<file path="config.mk">
export PLATFORM = sky130hd
export DESIGN_NAME = option_byte_clock_reset_config
export DESIGN_NICKNAME = d
export VERILOG_FILES = /design/src/hw/option_byte_clock_reset_config.v
export VERILOG_INCLUDE_DIRS = /design/src /design/src/hw
export SDC_FILE = /design/constraint.sdc
export NUM_CORES = 1
export LEC_CHECK = 0
export ABC_AREA = 1
export ABC_CLOCK_PERIOD_IN_PS = 1630
export BUFFER_PORTS_ARGS = -buffer_cell sky130_fd_sc_hd__buf_2
export CAP_MARGIN = 40
export CORE_ASPECT_RATIO = 1.2
export CORE_UTILIZATION = 44
export CTS_CLUSTER_SIZE = 16
export DETAILED_ROUTE_END_ITERATION = 7
export GPL_ROUTABILITY_DRIVEN = 0
export GPL_TIMING_DRIVEN = 0
export PLACE_DENSITY = 0.76
export SKIP_LAST_GASP = 1
export SLEW_MARGIN = 0
export SYNTH_ARGS = -nofsm -noshare
export SYNTH_HDL_FRONTEND = slang
export SYNTH_SLANG_ARGS = --single-unit
</file>
<file path="constraint.sdc">
create_clock -name i_clk_sys -period 1.63 [get_ports i_clk_sys]
set_clock_uncertainty 0.2 [all_clocks]
set_input_delay 0.163 -clock i_clk_sys [delete_from_list [all_inputs] [get_ports i_clk_sys]]
set_output_delay 0.163 -clock i_clk_sys [all_outputs]
set_load 0.02 [all_outputs]
</file>
<file path="src/hw/option_cfg_defs.vh">
`ifndef OPTION_CFG_DEFS_VH
`define OPTION_CFG_DEFS_VH

// ----------------------------------------
// Option byte field positions
// ----------------------------------------
`define OPT_PKG_BIT       7
`define OPT_RSTDLY_BIT    6
`define OPT_SRC_HI        5
`define OPT_SRC_LO        4
`define OPT_RANGE_HI      3
`define OPT_RANGE_LO      1
`define OPT_PLL_OFF_BIT   0

// ----------------------------------------
// Encodings
// ----------------------------------------
`define SRC_RESONATOR     2'h0
`define SRC_EXTERNAL      2'h3
`define RANGE_1_TO_2      3'h0
`define RANGE_2_TO_4      3'h1
`define RANGE_4_TO_8      3'h2
`define RANGE_8_TO_16     3'h3
`define OPT_DEFAULT       8'h7F

// ----------------------------------------
// Stabilisation delays in CPU cycles
// ----------------------------------------
`define DELAY_LONG        13'h1000
`define DELAY_SHORT       13'h0100
`define DELAY_STEP        13'h0001
`define DELAY_DONE        13'h0000

// ----------------------------------------
// Read port value outside programming mode
// ----------------------------------------
`define OPT_READ_IDLE     8'h00

`endif

</file>
<file path="src/hw/option_byte_clock_reset_config.v">
// How it works
// - Hold CPU in reset or halt exit 4096 cycles if bit6=0, 256 if 1.
// - Bits 5:4 select resonator (00) or external source (11); others reserved.
// - Resonator: bits 3:1 set oscillator current for 1-2 to 8-16 MHz.
// - Non-resonator: bits 3:1 select the normal operating frequency range.
// - Bit 0 low enables the times-two PLL; high bypasses it.
// - Bit 7 selects package variant; zero is the 32-pin variant.
// - Unbonded pads become inputs with pull-up after reset, eight per port.
// - Option bytes reachable only in programming mode, not by application code.
`timescale 1ns/1ns
`default_nettype none
`include "option_cfg_defs.vh"

module option_byte_clock_reset_config #(
  parameter NUM_PORTS = 4,
  parameter MASK_ROM  = 1'b0
) (
  input  wire                   i_clk_sys,
  input  wire                   i_rst,
  input  wire                   i_halt_exit,
  input  wire                   i_prog_mode,
  input  wire                   i_opt_wr,
  input  wire [7:0]             i_opt_wdata,
  input  wire                   i_readout_prot_raw,
  input  wire [NUM_PORTS*8-1:0] i_pad_bonded,
  output reg  [7:0]             o_opt_rdata,
  output reg                    o_cpu_hold,
  output reg                    o_pll_enable,
  output reg                    o_clock_source_type_ext,
  output reg                    o_source_reserved,
  output reg  [2:0]             o_osc_current_sel,
  output reg  [2:0]             o_op_freq_range,
  output reg                    o_package_select_bit,
  output reg                    o_readout_prot_en,
  output reg  [NUM_PORTS*8-1:0] o_pad_force_input,
  output reg  [NUM_PORTS*8-1:0] o_pad_force_pullup
);

  // ----------------------------------------
  // Local constants
  // ----------------------------------------
  // Counter width covers the long stabilisation delay
  localparam       CNT_W    = 13;

  // One-hot states of the stabilisation sequencer
  localparam [2:0] ST_RESET = 3'h1;    // Reset input asserted
  localparam [2:0] ST_COUNT = 3'h2;    // Hold counting down
  localparam [2:0] ST_RUN   = 3'h4;    // CPU released

  // ----------------------------------------
  // Storage and state
  // ----------------------------------------
  // Option byte survives reset; only a programming write changes it
  reg  [7:0]       nv_byte = `OPT_DEFAULT;
  reg  [7:0]       next_nv_byte;
  reg  [7:0]       next_opt_rdata;

  // Stabilisation sequencer
  reg  [2:0]       state;
  reg  [2:0]       next_state;
  reg  [CNT_W-1:0] delay_cnt;
  reg  [CNT_W-1:0] next_delay_cnt;
  reg              next_cpu_hold;
  reg              delay_short_sel;

  // Decoded values waiting for the reset capture
  reg              next_pll_enable;
  reg              next_source_ext;
  reg              next_source_reserved;
  reg  [2:0]       next_osc_current_sel;
  reg  [2:0]       next_op_freq_range;
  reg              next_package_select_bit;
  reg              next_readout_prot_en;

  // Fields of the stored byte
  wire             short_delay;
  wire [1:0]       src;
  wire [2:0]       rng;
  wire             src_resonator;
  wire             src_external;
  wire             src_reserved;

  // ----------------------------------------
  // Field extraction
  // ----------------------------------------
  // Delay bit high selects the short hold
  assign short_delay   = nv_byte[`OPT_RSTDLY_BIT];
  assign src           = nv_byte[`OPT_SRC_HI:`OPT_SRC_LO];
  assign rng           = nv_byte[`OPT_RANGE_HI:`OPT_RANGE_LO];

  // Source type; the two middle codes are reserved
  assign src_resonator = (src == `SRC_RESONATOR);
  assign src_external  = (src == `SRC_EXTERNAL);
  assign src_reserved  = ~src_resonator & ~src_external;

  // ----------------------------------------
  // Helper functions
  // ----------------------------------------
  // Hold length in cycles; the counter is loaded with one less
  function [CNT_W-1:0] delay_len;
    input sel_short;
    begin
      if (sel_short)
        delay_len = `DELAY_SHORT;
      else
        delay_len = `DELAY_LONG;
    end
  endfunction

  // Range field passed on only where it applies, else the lowest band
  function [2:0] range_if;
    input       applies;
    input [2:0] field;
    begin
      if (applies)
        range_if = field;
      else
        range_if = `RANGE_1_TO_2;
    end
  endfunction

  // ----------------------------------------
  // Programming access
  // ----------------------------------------
  // Writes and reads are honoured only in programming mode
  always @* begin
    next_nv_byte   = nv_byte;
    next_opt_rdata = `OPT_READ_IDLE;
    if (i_prog_mode) begin
      next_opt_rdata = nv_byte;
      if (i_opt_wr) begin
        next_nv_byte = i_opt_wdata;
      end
    end
  end

  // Byte storage and read port; a new byte acts only after reset
  always @(posedge i_clk_sys) begin
    nv_byte     <= next_nv_byte;
    o_opt_rdata <= next_opt_rdata;
  end

  // ----------------------------------------
  // Stabilisation sequencer
  // ----------------------------------------
  // Counts the hold after reset and after each halt exit
  always @* begin
    next_state     = state;
    next_delay_cnt = delay_cnt;
    next_cpu_hold  = o_cpu_hold;
    case (state)
      ST_RESET: begin
        next_state     = ST_COUNT;
        next_delay_cnt = delay_len(delay_short_sel) - `DELAY_STEP;
        next_cpu_hold  = 1'b1;
      end
      ST_COUNT: begin
        if (delay_cnt != `DELAY_DONE) begin
          next_delay_cnt = delay_cnt - `DELAY_STEP;
        end else begin
          next_state    = ST_RUN;
          next_cpu_hold = 1'b0;
        end
      end
      ST_RUN: begin
        next_cpu_hold = 1'b0;
      end
      default: begin
        next_state    = ST_RESET;
        next_cpu_hold = 1'b1;
      end
    endcase
    // Halt exit restarts the hold from the full count
    if (i_halt_exit) begin
      next_state     = ST_COUNT;
      next_delay_cnt = delay_len(delay_short_sel) - `DELAY_STEP;
      next_cpu_hold  = 1'b1;
    end
  end

  // Sequencer registers; reset forces the hold on at the next clock edge
  always @(posedge i_clk_sys) begin
    if (i_rst) begin
      state      <= ST_RESET;
      delay_cnt  <= `DELAY_DONE;
      o_cpu_hold <= 1'b1;
    end else begin
      state      <= next_state;
      delay_cnt  <= next_delay_cnt;
      o_cpu_hold <= next_cpu_hold;
    end
  end

  // ----------------------------------------
  // Configuration decode
  // ----------------------------------------
  // Values the outputs take at the next reset edge
  always @* begin
    next_pll_enable         = ~nv_byte[`OPT_PLL_OFF_BIT];
    next_source_ext         = src_external;
    next_source_reserved    = src_reserved;
    next_osc_current_sel    = range_if(src_resonator, rng);
    next_op_freq_range      = range_if(~src_resonator, rng);
    next_package_select_bit = nv_byte[`OPT_PKG_BIT];
    // Protection sense flips between mask and programmable parts
    if (MASK_ROM)
      next_readout_prot_en  = i_readout_prot_raw;
    else
      next_readout_prot_en  = ~i_readout_prot_raw;
  end

  // ----------------------------------------
  // Reset capture
  // ----------------------------------------
  // Clock path settings follow the byte only while reset is held
  always @(posedge i_clk_sys) begin
    if (i_rst) begin
      o_pll_enable            <= next_pll_enable;
      o_clock_source_type_ext <= next_source_ext;
      o_source_reserved       <= next_source_reserved;
      o_osc_current_sel       <= next_osc_current_sel;
      o_op_freq_range         <= next_op_freq_range;
      delay_short_sel         <= short_delay;
    end
  end

  // Package and protection settings, same capture window
  always @(posedge i_clk_sys) begin
    if (i_rst) begin
      o_package_select_bit <= next_package_select_bit;
      o_readout_prot_en    <= next_readout_prot_en;
    end
  end

  // Unbonded pads fall back to input with pull-up after reset
  always @(posedge i_clk_sys) begin
    if (i_rst) begin
      o_pad_force_input  <= ~i_pad_bonded;
      o_pad_force_pullup <= ~i_pad_bonded;
    end
  end

endmodule
`default_nettype wire

</file>
# Yosys cells after proc, flatten, opt, wreduce, memory -nomap -nowiden
# Index checks and enable logic that the tools add are counted.
# Widths: inputs -> output; s select.
# classes
add_sub_neg	3
n_mul	0
div_mod_pow	0
magnitude_cmp	0
eq_ne	8
shifts	0
n_mux	11
n_bitwise	7
reduce_logical	8
# ops
operator	n
$mux 13	5
$sub 13x1->13 const B	3
$not 32->32	1
$pmux 13 s2	1
$reduce_bool 13->1	1
$pmux 3 s3	1
$reduce_and 2->1	4
$ne 3x3->1 const B	2
$not 1->1	5
$ne 2x2->1 const B	2
$eq 3x1->1 const B	1
$eq 3x2->1 const B	1
$eq 3x3->1 const B	1
$mux 3	1
$reduce_bool 3->1	1
$eq 2x2->1 const B	1
$logic_not 2->1	1
$mux 2	1
$pmux 1 s2	1
$reduce_or 2->1	1
$and 1x1->1	1
$mux 1	1
# word_totals
ff_bits	77
latch_bits	0
mem_bits_rw	0
romBits	0
out_inout_bits	84
word_cells	52
memories	0

# Logic depth before layout (Yosys ltp)
# Gate-level depths: netlist (run 1).
# depth
ltp_word	5
depth_mapped	12

# Worst setup path before layout (run 1)
# No wires, ideal clock.
# synth_path
path_type	flip-flop to flip-flop
from	reg delay_cnt[0]
to	reg delay_cnt[5]
arrival_time_ns	1.208
t_required_ns	1.311
path_slack_ns	0.103
stages_incl_launch_ff	11
path_buffers	1
cell_sequence	dfxtp_1 inv_1 ha_1 nand2_1 nor2_2 nand2_2 nand2_4 nand2_4 buf_12 o21ai_1 a21oi_1
# synth_between
elab_chain_cells	4
elab_cells_between_ends	7
cone_classes	add/sub (1); eq/ne (1); mux (3); reduce/logical (2)
# synth_rtl
item	line	text
from (decl)	option_byte_clock_reset_config.v:61	reg [CNT_W-1:0] delay_cnt;
from (signal assigned)	option_byte_clock_reset_config.v:185	delay_cnt <= `DELAY_DONE;
from (signal assigned)	option_byte_clock_reset_config.v:189	delay_cnt <= next_delay_cnt;
$sub 13x1->13 (no source line)	-	
$mux 13	option_byte_clock_reset_config.v:158	if (delay_cnt != `DELAY_DONE) begin
$pmux 13 s2	option_byte_clock_reset_config.v:151	case (state)
$mux 13	option_byte_clock_reset_config.v:174	if (i_halt_exit) begin
# Several ways; a longest one is shown, not always the timed one. The select of a mux whose other input is x is not followed.
# A chain may end at the register's enable or synchronous reset.

# Final worst setup path (run 1)
# layout_path
from	reg delay_cnt[1]
to	reg delay_cnt[12]
# Same word-level chain as after synthesis.

==> results of run 1 <==
==> power by group through the flow <==
stage               Sequential, mW  Clock, mW  Combinational, mW
floorplan                     2.49          0              0.436
global placement              2.37          0              0.822
detailed placement            2.38          0              0.845
CTS                           2.34       1.35              0.970
global route                  2.37       1.43               1.11
finish                        2.35       1.34               1.03
==> sequential cells by signal, indices dropped and copies added, names as in the netlist, 3 cells and up <==
signal              flops
o_pad_force_pullup     32
o_opt_rdata             8
delay_cnt              13
nv_byte                 8
state                   3
o_osc_current_sel       3
o_op_freq_range         3
==> per-stage QoR <==
stage | setup TNS, ps | cells
after global placement | -2310 | 552
final | 0 | 620
after CTS | 0 | 619
after floorplan | 0 | 334
after global routing | -365 | 620
after detailed placement | -797 | 553
==> cells in the final DEF (no fill, tap or decap), types with 5 or more instances in the layout <==
cell type      instances
a21oi_1               10
buf_2                128
buf_4                 37
clkbuf_8              10
dfxtp_1               19
dfxtp_2                6
dlygate4sd3_1         44
edfxtp_1              52
inv_1                 71
nand2_1               42
nand2_2                6
nand3_1               24
nor2_1                22
o21ai_0                5
==> routing by layer <==
layer,up-vias,GRT usage [%],wire [um]
met5,-,0,0
met4,0,9.31,155
met3,17,6.17,557
met2,114,39.2,4660
met1,1374,26.4,3350
li1,1402,-,-
==> area by class of cell <==
class                           count  area share, %
Sequential cell                    77           41.5
Timing Repair Buffer              181           24.0
Tap cell                           90           2.26
Multi-Input combinational cell    144           16.5
Clock inverter                      7           1.13
Clock buffer                        9           2.49
Buffer                             37           6.33
Inverter                           75           5.70
==> worst paths after layout <==
check,depth (start not counted),to
worst max-delay path,11,delay_cnt[12]
worst min-delay path,2,o_pad_force_pullup[7]
worst max register to register,11,delay_cnt[12]
worst min register to register,0,delay_short_sel
==> cells in the mapped netlist (all sizes together) <==
library cell	n	area share [%]
nor3	3	0.77
dfxtp	25	15
inv	75	8.3
ha	4	1.5
nor2	30	3.7
o2111ai	1	0.26
edfxtp	52	46
buf	35	8.3
nand4	4	0.74
nand3b	1	0.22
nand2	51	6.3
a21oi	11	1.7
nand3	25	3.8
clkbuf	3	0.92
or2	3	0.63
o21ai	10	1.6
a31oi	1	0.63
==> critical path: stages, from the launching register on <==
cell and delay, ps:
dfxtp_2 330, inv_2 90, ha_4 140, nand2_2 50, nor2_2 90, nand2_2 90
nand2_4 110, nand2_8 80, buf_6 140, nand2_1 60, nand2_1 50, a21oi_1 120
==> timing repair <==
action                                  CTS  global route
cloned                                    1             0
endpoints found under the setup margin   14            22
hold buffers                             44             0
gates resized for setup                  11            22
endpoints found under the hold margin    58             0
pin swaps                                 3             2
setup buffers                             5             2
==> cell families after synthesis <==
logic type               after synthesis  synth area share, %
AO/OA/AOI/OAI                         23                 4.20
AND/OR/NAND/NOR                      117                 16.2
adder cells (fa/ha/maj)                4                 1.47
buffers and inverters                113                 17.5
flip-flops                            77                 60.7
==> impl_metrics.py, run 1 <==
metrics = {
    "flow_run": {
        "cap_violations": 0,
    },
    "global_routing": {
        "grtUsageTotal_pct": 22.9,
        "grt_pass1_wl_um": 13700,
        "grt_max_degree": 38,
        "overflow": 0,
        "antenna_found_initial": 0,
        "grt_pass1_vias": 2941,
    },
    "sta": {
        "hold_violations": 0,
        "drv_slew": 0,
        "relSlewSlack_pct": 71.2,
        "rsz0062_at_grt": "yes",
        "min_period_ps": 1630,
        "setup_viol": 0,
        "timing.hold.ws_ps": 96.0,
        "fin_ws_ps": 3.41,
        "period_share_pct": 99.8,
        "max_slew.worst_pin.slew_ps": 430,
        "clock.fmax_mhz": 615,
    },
    "run_status": {
        "outcome": "finished clean",
    },
    "pwr": {
        "p_sw_mw": 1.45,
        "power_frac_seq_pct": 49.8,
        "swShare_pct": 30.7,
        "power_frac_clock_pct": 28.4,
        "power.density_nw_per_um2": 948,
        "combPwrFrac_pct": 21.8,
        "cellInternalPower_mw": 3.27,
        "leakagePower_nw": 2.47,
        "power_mw": 4.72,
        "peakVddDrop_uv": 829,
    },
    "critical_path": {
        "crit_start": "delay_cnt[1]",
        "rrSetupSlack_ps": 3,
        "crit_path_max_fanout": 5,
        "cp-start-kind": "register",
        "required_ps": 1720,
        "r2r_start": "delay_cnt[1]",
        "arrival_ps": 1710,
        "critical_path_class": "register to register",
        "end_kind": "register",
    },
    "clock_network": {
        "cts.sinks": 77,
        "path_clk_slew_ps": 90,
        "clk_path_buf_depth": 2,
        "cts-root-buf": "clkbuf_8",
        "clock_latency_ps": 350,
        "numCtsBuffers": 9,
        "cts_tree": "built",
        "htree_levels": 3,
    },
    "hold_path": {
        "min_path_type": "primary input to register",
        "min_from": "i_rst",
    },
    "layout": {
        "final_nets": 575,
        "n_antenna_cell": 0,
        "layout-drive-gt1-share_pct": 42.8,
        "final_area_sq_um": 4980,
        "final_core_util_pct": 67.7,
        "multi_input_area_sq_um": 822,
        "seq_area_sq_um": 2070,
        "fillers": 535,
        "syn_to_final_growth_pct": 46.5,
    },
    "yosys": {
        "yosys_warnings": 0,
        "netlist_area_sq_um": 3400,
        "synth_seq_cells": 77,
        "synth_cell_type_count": 30,
        "syn_avg_cell_area_sq_um": 10.2,
        "synth_nets": 384,
        "syn_inst": 334,
        "synth-seq-area-share_pct": 60.7,
    },
    "die": {
        "core_area_sq_um": 7360,
        "die_height_um": 98.3,
        "io_pins": 130,
        "fp.dieArea_sq_um": 8080,
        "num_rows": 34,
        "die_w_um": 82.2,
        "start_util_pct": 46.2,
    },
    "placed_design": {
        "place_hpwl_um": 5250,
        "io_buffers": 128,
        "placed_cell_area_sq_um": 4170,
        "dp_worst_setup_slack_ps": -103,
    },
    "route": {
        "num_vias": 2907,
        "antenna_left": 0,
        "first_iter_violations": 146,
        "wirelength_um": 8720,
        "viasPerCell": 4.69,
        "wl_per_cell_um": 14.1,
        "drcViolationCount": 0,
        "first_pass_iters": 4,
    },
}
No activity file was read; power rests on OpenSTA's default activity.
==> run 2, diff against run 1 <==
Settings changed: ABC_CLOCK_PERIOD_IN_PS 1630 to 1900, CAP_MARGIN 40 to 30, CORE_UTILIZATION 44 to 45, PLACE_DENSITY 0.76 to 0.74.
Clock period 1.63 ns to 1.9 ns, I/O delays scaled along.
==> run 2 against run 1 <==
Compared with the run above:
- global-route usage fell by 0.43 points
- sequential cell count did not move
- cell count fell by 1.5%
==> impl_metrics.py, run 2 (synthesized netlist as in run 1, its figures left out) <==
metrics = {
    "critical_path": {
        "end_kind": "register",
        "crit_start": "delay_cnt[0]",
        "slowest_delay_ps": 320,
        "rrSetupSlack_ps": 160,
        "cp-start-kind": "register",
        "critPathBufInv": 4,
        "arrival_ps": 1800,
        "crit_path_max_fanout": 10,
        "required_ps": 1950,
        "cp_slowest_cell": "dfxtp_1",
        "r2r_start": "delay_cnt[0]",
        "worstPathCellList": "inv_1 -> ha_1 -> nand2_1 -> nor2_2 -> nand2_2 -> nand2_4 -> buf_6 -> nand3_1 -> nand2_1 -> inv_1 -> nand2_1 -> inv_1",
        "critical_path_class": "register to register",
        "cp_top_family": "simple AND/OR/NAND/NOR gates",
    },
    "pwr": {
        "power.density_nw_per_um2": 875,
        "power_frac_clock_pct": 33.2,
        "peakVddDrop_uv": 717,
        "swShare_pct": 28.3,
        "p_sw_mw": 1.19,
        "power_mw": 4.21,
        "combPwrFrac_pct": 19.1,
        "leakagePower_nw": 2.42,
        "power_frac_seq_pct": 47.6,
        "cellInternalPower_mw": 3.02,
    },
    "placed_design": {
        "place_hpwl_um": 5050,
        "placed_cell_area_sq_um": 4150,
        "io_buffers": 128,
    },
    "sta": {
        "rsz0062_at_grt": "no",
        "relSlewSlack_pct": 72.9,
        "timing.hold.ws_ps": 14.0,
        "min_period_ps": 1740,
        "drv_slew": 0,
        "clock.fmax_mhz": 574,
        "hold_violations": 0,
        "max_slew.worst_pin.slew_ps": 407,
        "fin_tns_setup_ps": 0,
        "period_share_pct": 91.8,
        "setup_viol": 0,
    },
    "layout": {
        "layout-drive-gt1-share_pct": 38.6,
        "syn_to_final_growth_pct": 41.7,
        "fillers": 526,
        "mostFrequentLayoutCells": "buf_2 (128), inv_1 (73), edfxtp_1 (52)",
        "largest_register_ffs": 32,
        "final_area_sq_um": 4820,
        "top_regs": "o_pad_force_pullup x32, delay_cnt x13",
        "top_register": "o_pad_force_pullup",
        "n_antenna_cell": 0,
        "final_nets": 566,
        "mostFrequentLayoutCell": "buf_2",
    },
    "clock_network": {
        "cts_resized": 0,
        "cts-root-buf": "clkbuf_8",
        "cts_tree": "built",
        "path_clk_slew_ps": 80,
        "clock_latency_ps": 360,
        "cts.sinks": 77,
        "numCtsBuffers": 9,
        "htree_levels": 3,
        "clk_path_buf_depth": 2,
    },
    "global_routing": {
        "overflow": 0,
        "grt_pass1_wl_um": 13300,
        "antenna_found_initial": 0,
        "grtUsageTotal_pct": 22.5,
        "grt_pass1_vias": 2803,
        "grt_max_degree": 46,
    },
    "hold_path": {
        "min_from": "i_prog_mode",
        "min_path_type": "primary input to register",
    },
    "route": {
        "first_pass_iters": 4,
        "wirelength_um": 8590,
        "num_vias": 2812,
        "wl_per_cell_um": 14.1,
        "drcViolationCount": 0,
        "antenna_left": 0,
        "first_iter_violations": 261,
        "viasPerCell": 4.60,
    },
    "die": {
        "fp.dieArea_sq_um": 7910,
        "start_util_pct": 46.7,
        "die_height_um": 97.2,
        "io_pins": 130,
        "die_w_um": 81.3,
        "core_area_sq_um": 7270,
        "num_rows": 34,
    },
    "run_status": {
        "outcome": "finished clean",
    },
    "flow_run": {
        "cap_violations": 0,
    },
}
## run 2: final timing paths
check | cells after the start | end
min | 3 | o_opt_rdata[6]
min reg2reg | 0 | delay_short_sel
max reg2reg | 12 | delay_cnt[11]
max | 12 | delay_cnt[11]
## run 2: layout make-up
type | instances | area [sq um] | share of cell area [%]
clock inverter | 6 | 95.1 | 1.97
inverter | 75 | 282 | 5.85
timing repair buffer | 171 | 1080 | 22.4
multi-input combinational | 144 | 742 | 15.4
buffer | 38 | 314 | 6.52
clock buffer | 10 | 128 | 2.65
sequential | 77 | 2060 | 42.8
tap | 90 | 113 | 2.34
## run 2: worst register-to-register path: cells and delay by family, from the launching register on
kind	cells	cell delay, ps
flops	1	320
fa+ha+maj	1	180
buf+inv	4	380
simple gates	7	560
## run 2: power groups by stage
stage | registers, mW | logic [mW] | clock network [mW]
2_1_floorplan | 2.13 | 0.374 | 0
3_3_place_gp | 2.04 | 0.706 | 0
3_5_place_dp | 2.04 | 0.719 | 0
4_1_cts | 2.00 | 0.788 | 1.40
5_1_grt | 2.02 | 0.876 | 1.47
6_report | 2.01 | 0.807 | 1.40
## run 2: layer usage
metal  wire length [um]  global-route usage (%)  vias to the layer above
met2               4600                    38.8                       98
met4                153                    7.83                        0
met3                587                    6.29                       16
met5                  0                       0                        -
met1               3260                    26.0                     1311
li1                   -                       -                     1387
## run 2: timing repair
action,in CTS,in global routing
hold endpoints to repair,42,0
setup endpoints to repair,0,0
hold buffers,42,0
setup buffers,0,0
## run 2: metrics by stage
step,util [%],std cells,setup slack (ps)
after global placement,57.1,552,-94.1
final,66.2,611,157
after detailed placement,57.1,552,-122
after floorplan,-,334,373
after global routing,66.2,611,40.8
after CTS,65.9,610,163
==> run 3, diff against run 2 <==
Settings changed: PLACE_DENSITY 0.74 to 0.85.
==> run 3 against run 2 <==
Compared with the run above:
- routed wire length decreased by 1.9%
- via count hardly changed
- register-to-register slack better by 40 ps
- sequential share of layout area about the same
- maximum frequency rose by 2.1%
==> impl_metrics.py, run 3 (synthesized netlist as in run 1, its figures left out) <==
metrics = {
    "sta": {
        "hold_violations": 0,
        "relSlewSlack_pct": 73.6,
        "rsz0062_at_grt": "no",
        "drv_slew": 0,
        "max_slew.worst_pin.slew_ps": 396,
        "clock.fmax_mhz": 585,
        "min_period_ps": 1710,
        "period_share_pct": 89.9,
        "fin_ws_ps": 192,
        "fin_tns_setup_ps": 0,
        "setup_viol": 0,
    },
    "critical_path": {
        "crit_path_max_fanout": 10,
        "rrSetupSlack_ps": 190,
        "arrival_ps": 1720,
        "cp-start-kind": "register",
        "end_kind": "register",
        "r2r_start": "delay_cnt[0]",
        "critical_path_class": "register to register",
        "required_ps": 1910,
        "ff2ff_path_depth": 10,
        "r2r-end": "delay_cnt[5]",
    },
    "clock_network": {
        "numCtsBuffers": 9,
        "path_clk_slew_ps": 70,
        "cts.sinks": 77,
        "cts_tree": "built",
        "post_cts_buffers": 0,
        "htree_levels": 3,
        "cts-root-buf": "clkbuf_8",
        "clock_latency_ps": 320,
        "clk_path_buf_depth": 2,
    },
    "placed_design": {
        "io_buffers": 128,
        "dp_cells": 552,
        "dp_worst_setup_slack_ps": -57.2,
        "place_hpwl_um": 5250,
    },
    "hold_path": {
        "hold_path_depth": 3,
        "worstHoldEndpoint": "o_opt_rdata[6]",
        "min_path_type": "primary input to register",
        "min_from": "i_prog_mode",
    },
    "flow_run": {
        "cap_violations": 0,
    },
    "route": {
        "wl_per_cell_um": 13.8,
        "first_pass_iters": 4,
        "num_vias": 2813,
        "drcViolationCount": 0,
        "viasPerCell": 4.60,
        "wirelength_um": 8430,
        "first_iter_violations": 193,
        "antenna_left": 0,
    },
    "die": {
        "io_pins": 130,
        "die_height_um": 97.2,
        "core_area_sq_um": 7270,
        "start_util_pct": 46.7,
        "die_w_um": 81.3,
        "fp.dieArea_sq_um": 7910,
        "num_rows": 34,
    },
    "pwr": {
        "leakagePower_nw": 2.42,
        "power_mw": 4.16,
        "power.density_nw_per_um2": 863,
        "peakVddDrop_uv": 709,
    },
    "layout": {
        "top_register": "o_pad_force_pullup",
        "final_core_util_pct": 66.3,
        "n_antenna_cell": 0,
        "final_nets": 567,
        "top_regs": "o_pad_force_pullup x32, delay_cnt x13",
        "mostFrequentLayoutCell": "buf_2",
        "mostFrequentLayoutCells": "buf_2 (128), inv_1 (72), edfxtp_1 (52)",
        "layout-drive-gt1-share_pct": 38.5,
        "largest_register_ffs": 32,
        "syn_to_final_growth_pct": 41.8,
        "final_cells": 612,
    },
    "global_routing": {
        "grt_pass1_wl_um": 13600,
        "antenna_found_initial": 0,
        "grt_pass1_vias": 2929,
        "overflow": 0,
        "grtUsageTotal_pct": 22.9,
        "grt_max_degree": 46,
    },
    "run_status": {
        "outcome": "finished clean",
    },
}
run 3: worst max path at each step:
| stage | startpoint | end | slack (ps) | cells after the start |
|---|---|---|---|---|
| 4_1_cts | delay_cnt[0] | delay_cnt[5] | 130 | 10 |
| 3_3_place_gp | i_rst | delay_cnt[10] | -40 | 7 |
| 5_1_grt | delay_cnt[0] | delay_cnt[5] | 30 | 10 |
| 2_1_floorplan | delay_cnt[0] | delay_cnt[5] | 370 | 10 |
| 6_report | delay_cnt[0] | delay_cnt[5] | 190 | 10 |
| 3_5_place_dp | i_rst | delay_cnt[10] | -60 | 7 |
run 3: timing repair:
item | CTS | global route
resized for setup | 0 | 1
endpoints found under the hold margin | 42 | 1
hold buffers | 42 | 1
setup endpoints to repair | 0 | 3
run 3: power by group:
group / switching, mW / internal [mW]
sequential: 0.0850 / 1.93
clock: 0.560 / 0.775
combinational: 0.465 / 0.347
total: 1.11 / 3.05
run 3: layout make-up:
cell class | count | area (sq um)
repair buffers | 172 | 1090
fillers | 520 | 2450
inverters | 75 | 282
clock inverters | 4 | 72.6
multi-input cells | 144 | 742
flip-flops and latches | 77 | 2060
plain buffers | 38 | 314
clock buffers | 12 | 145
well taps | 90 | 113
run 3: routing by layer:
layer	routed length [um]	vias to the layer above	track usage (%)
li1	-	1376	-
met1	3050	1326	23.2
met2	4720	95	42.8
met3	476	16	6.29
met4	188	0	8.38
met5	0	-	0
run 3: critical path, stage by stage, from the launching register on:
cell and delay, ps:
dfxtp_1 340, inv_2 110, ha_1 190, nand2_1 80, nor2_2 130, nand2_2 80
nand2_4 80, nand2_4 80, buf_12 160, o21ai_1 70, a21oi_1 70
run 3: metrics by stage:
stage               instance area, sq um  hold slack, ps
CTS                                 4790            26.5
floorplan                           3400            68.8
detailed placement                  4150             169
global route                        4820            58.1
finish                              4820            39.1
global placement                    4150             166
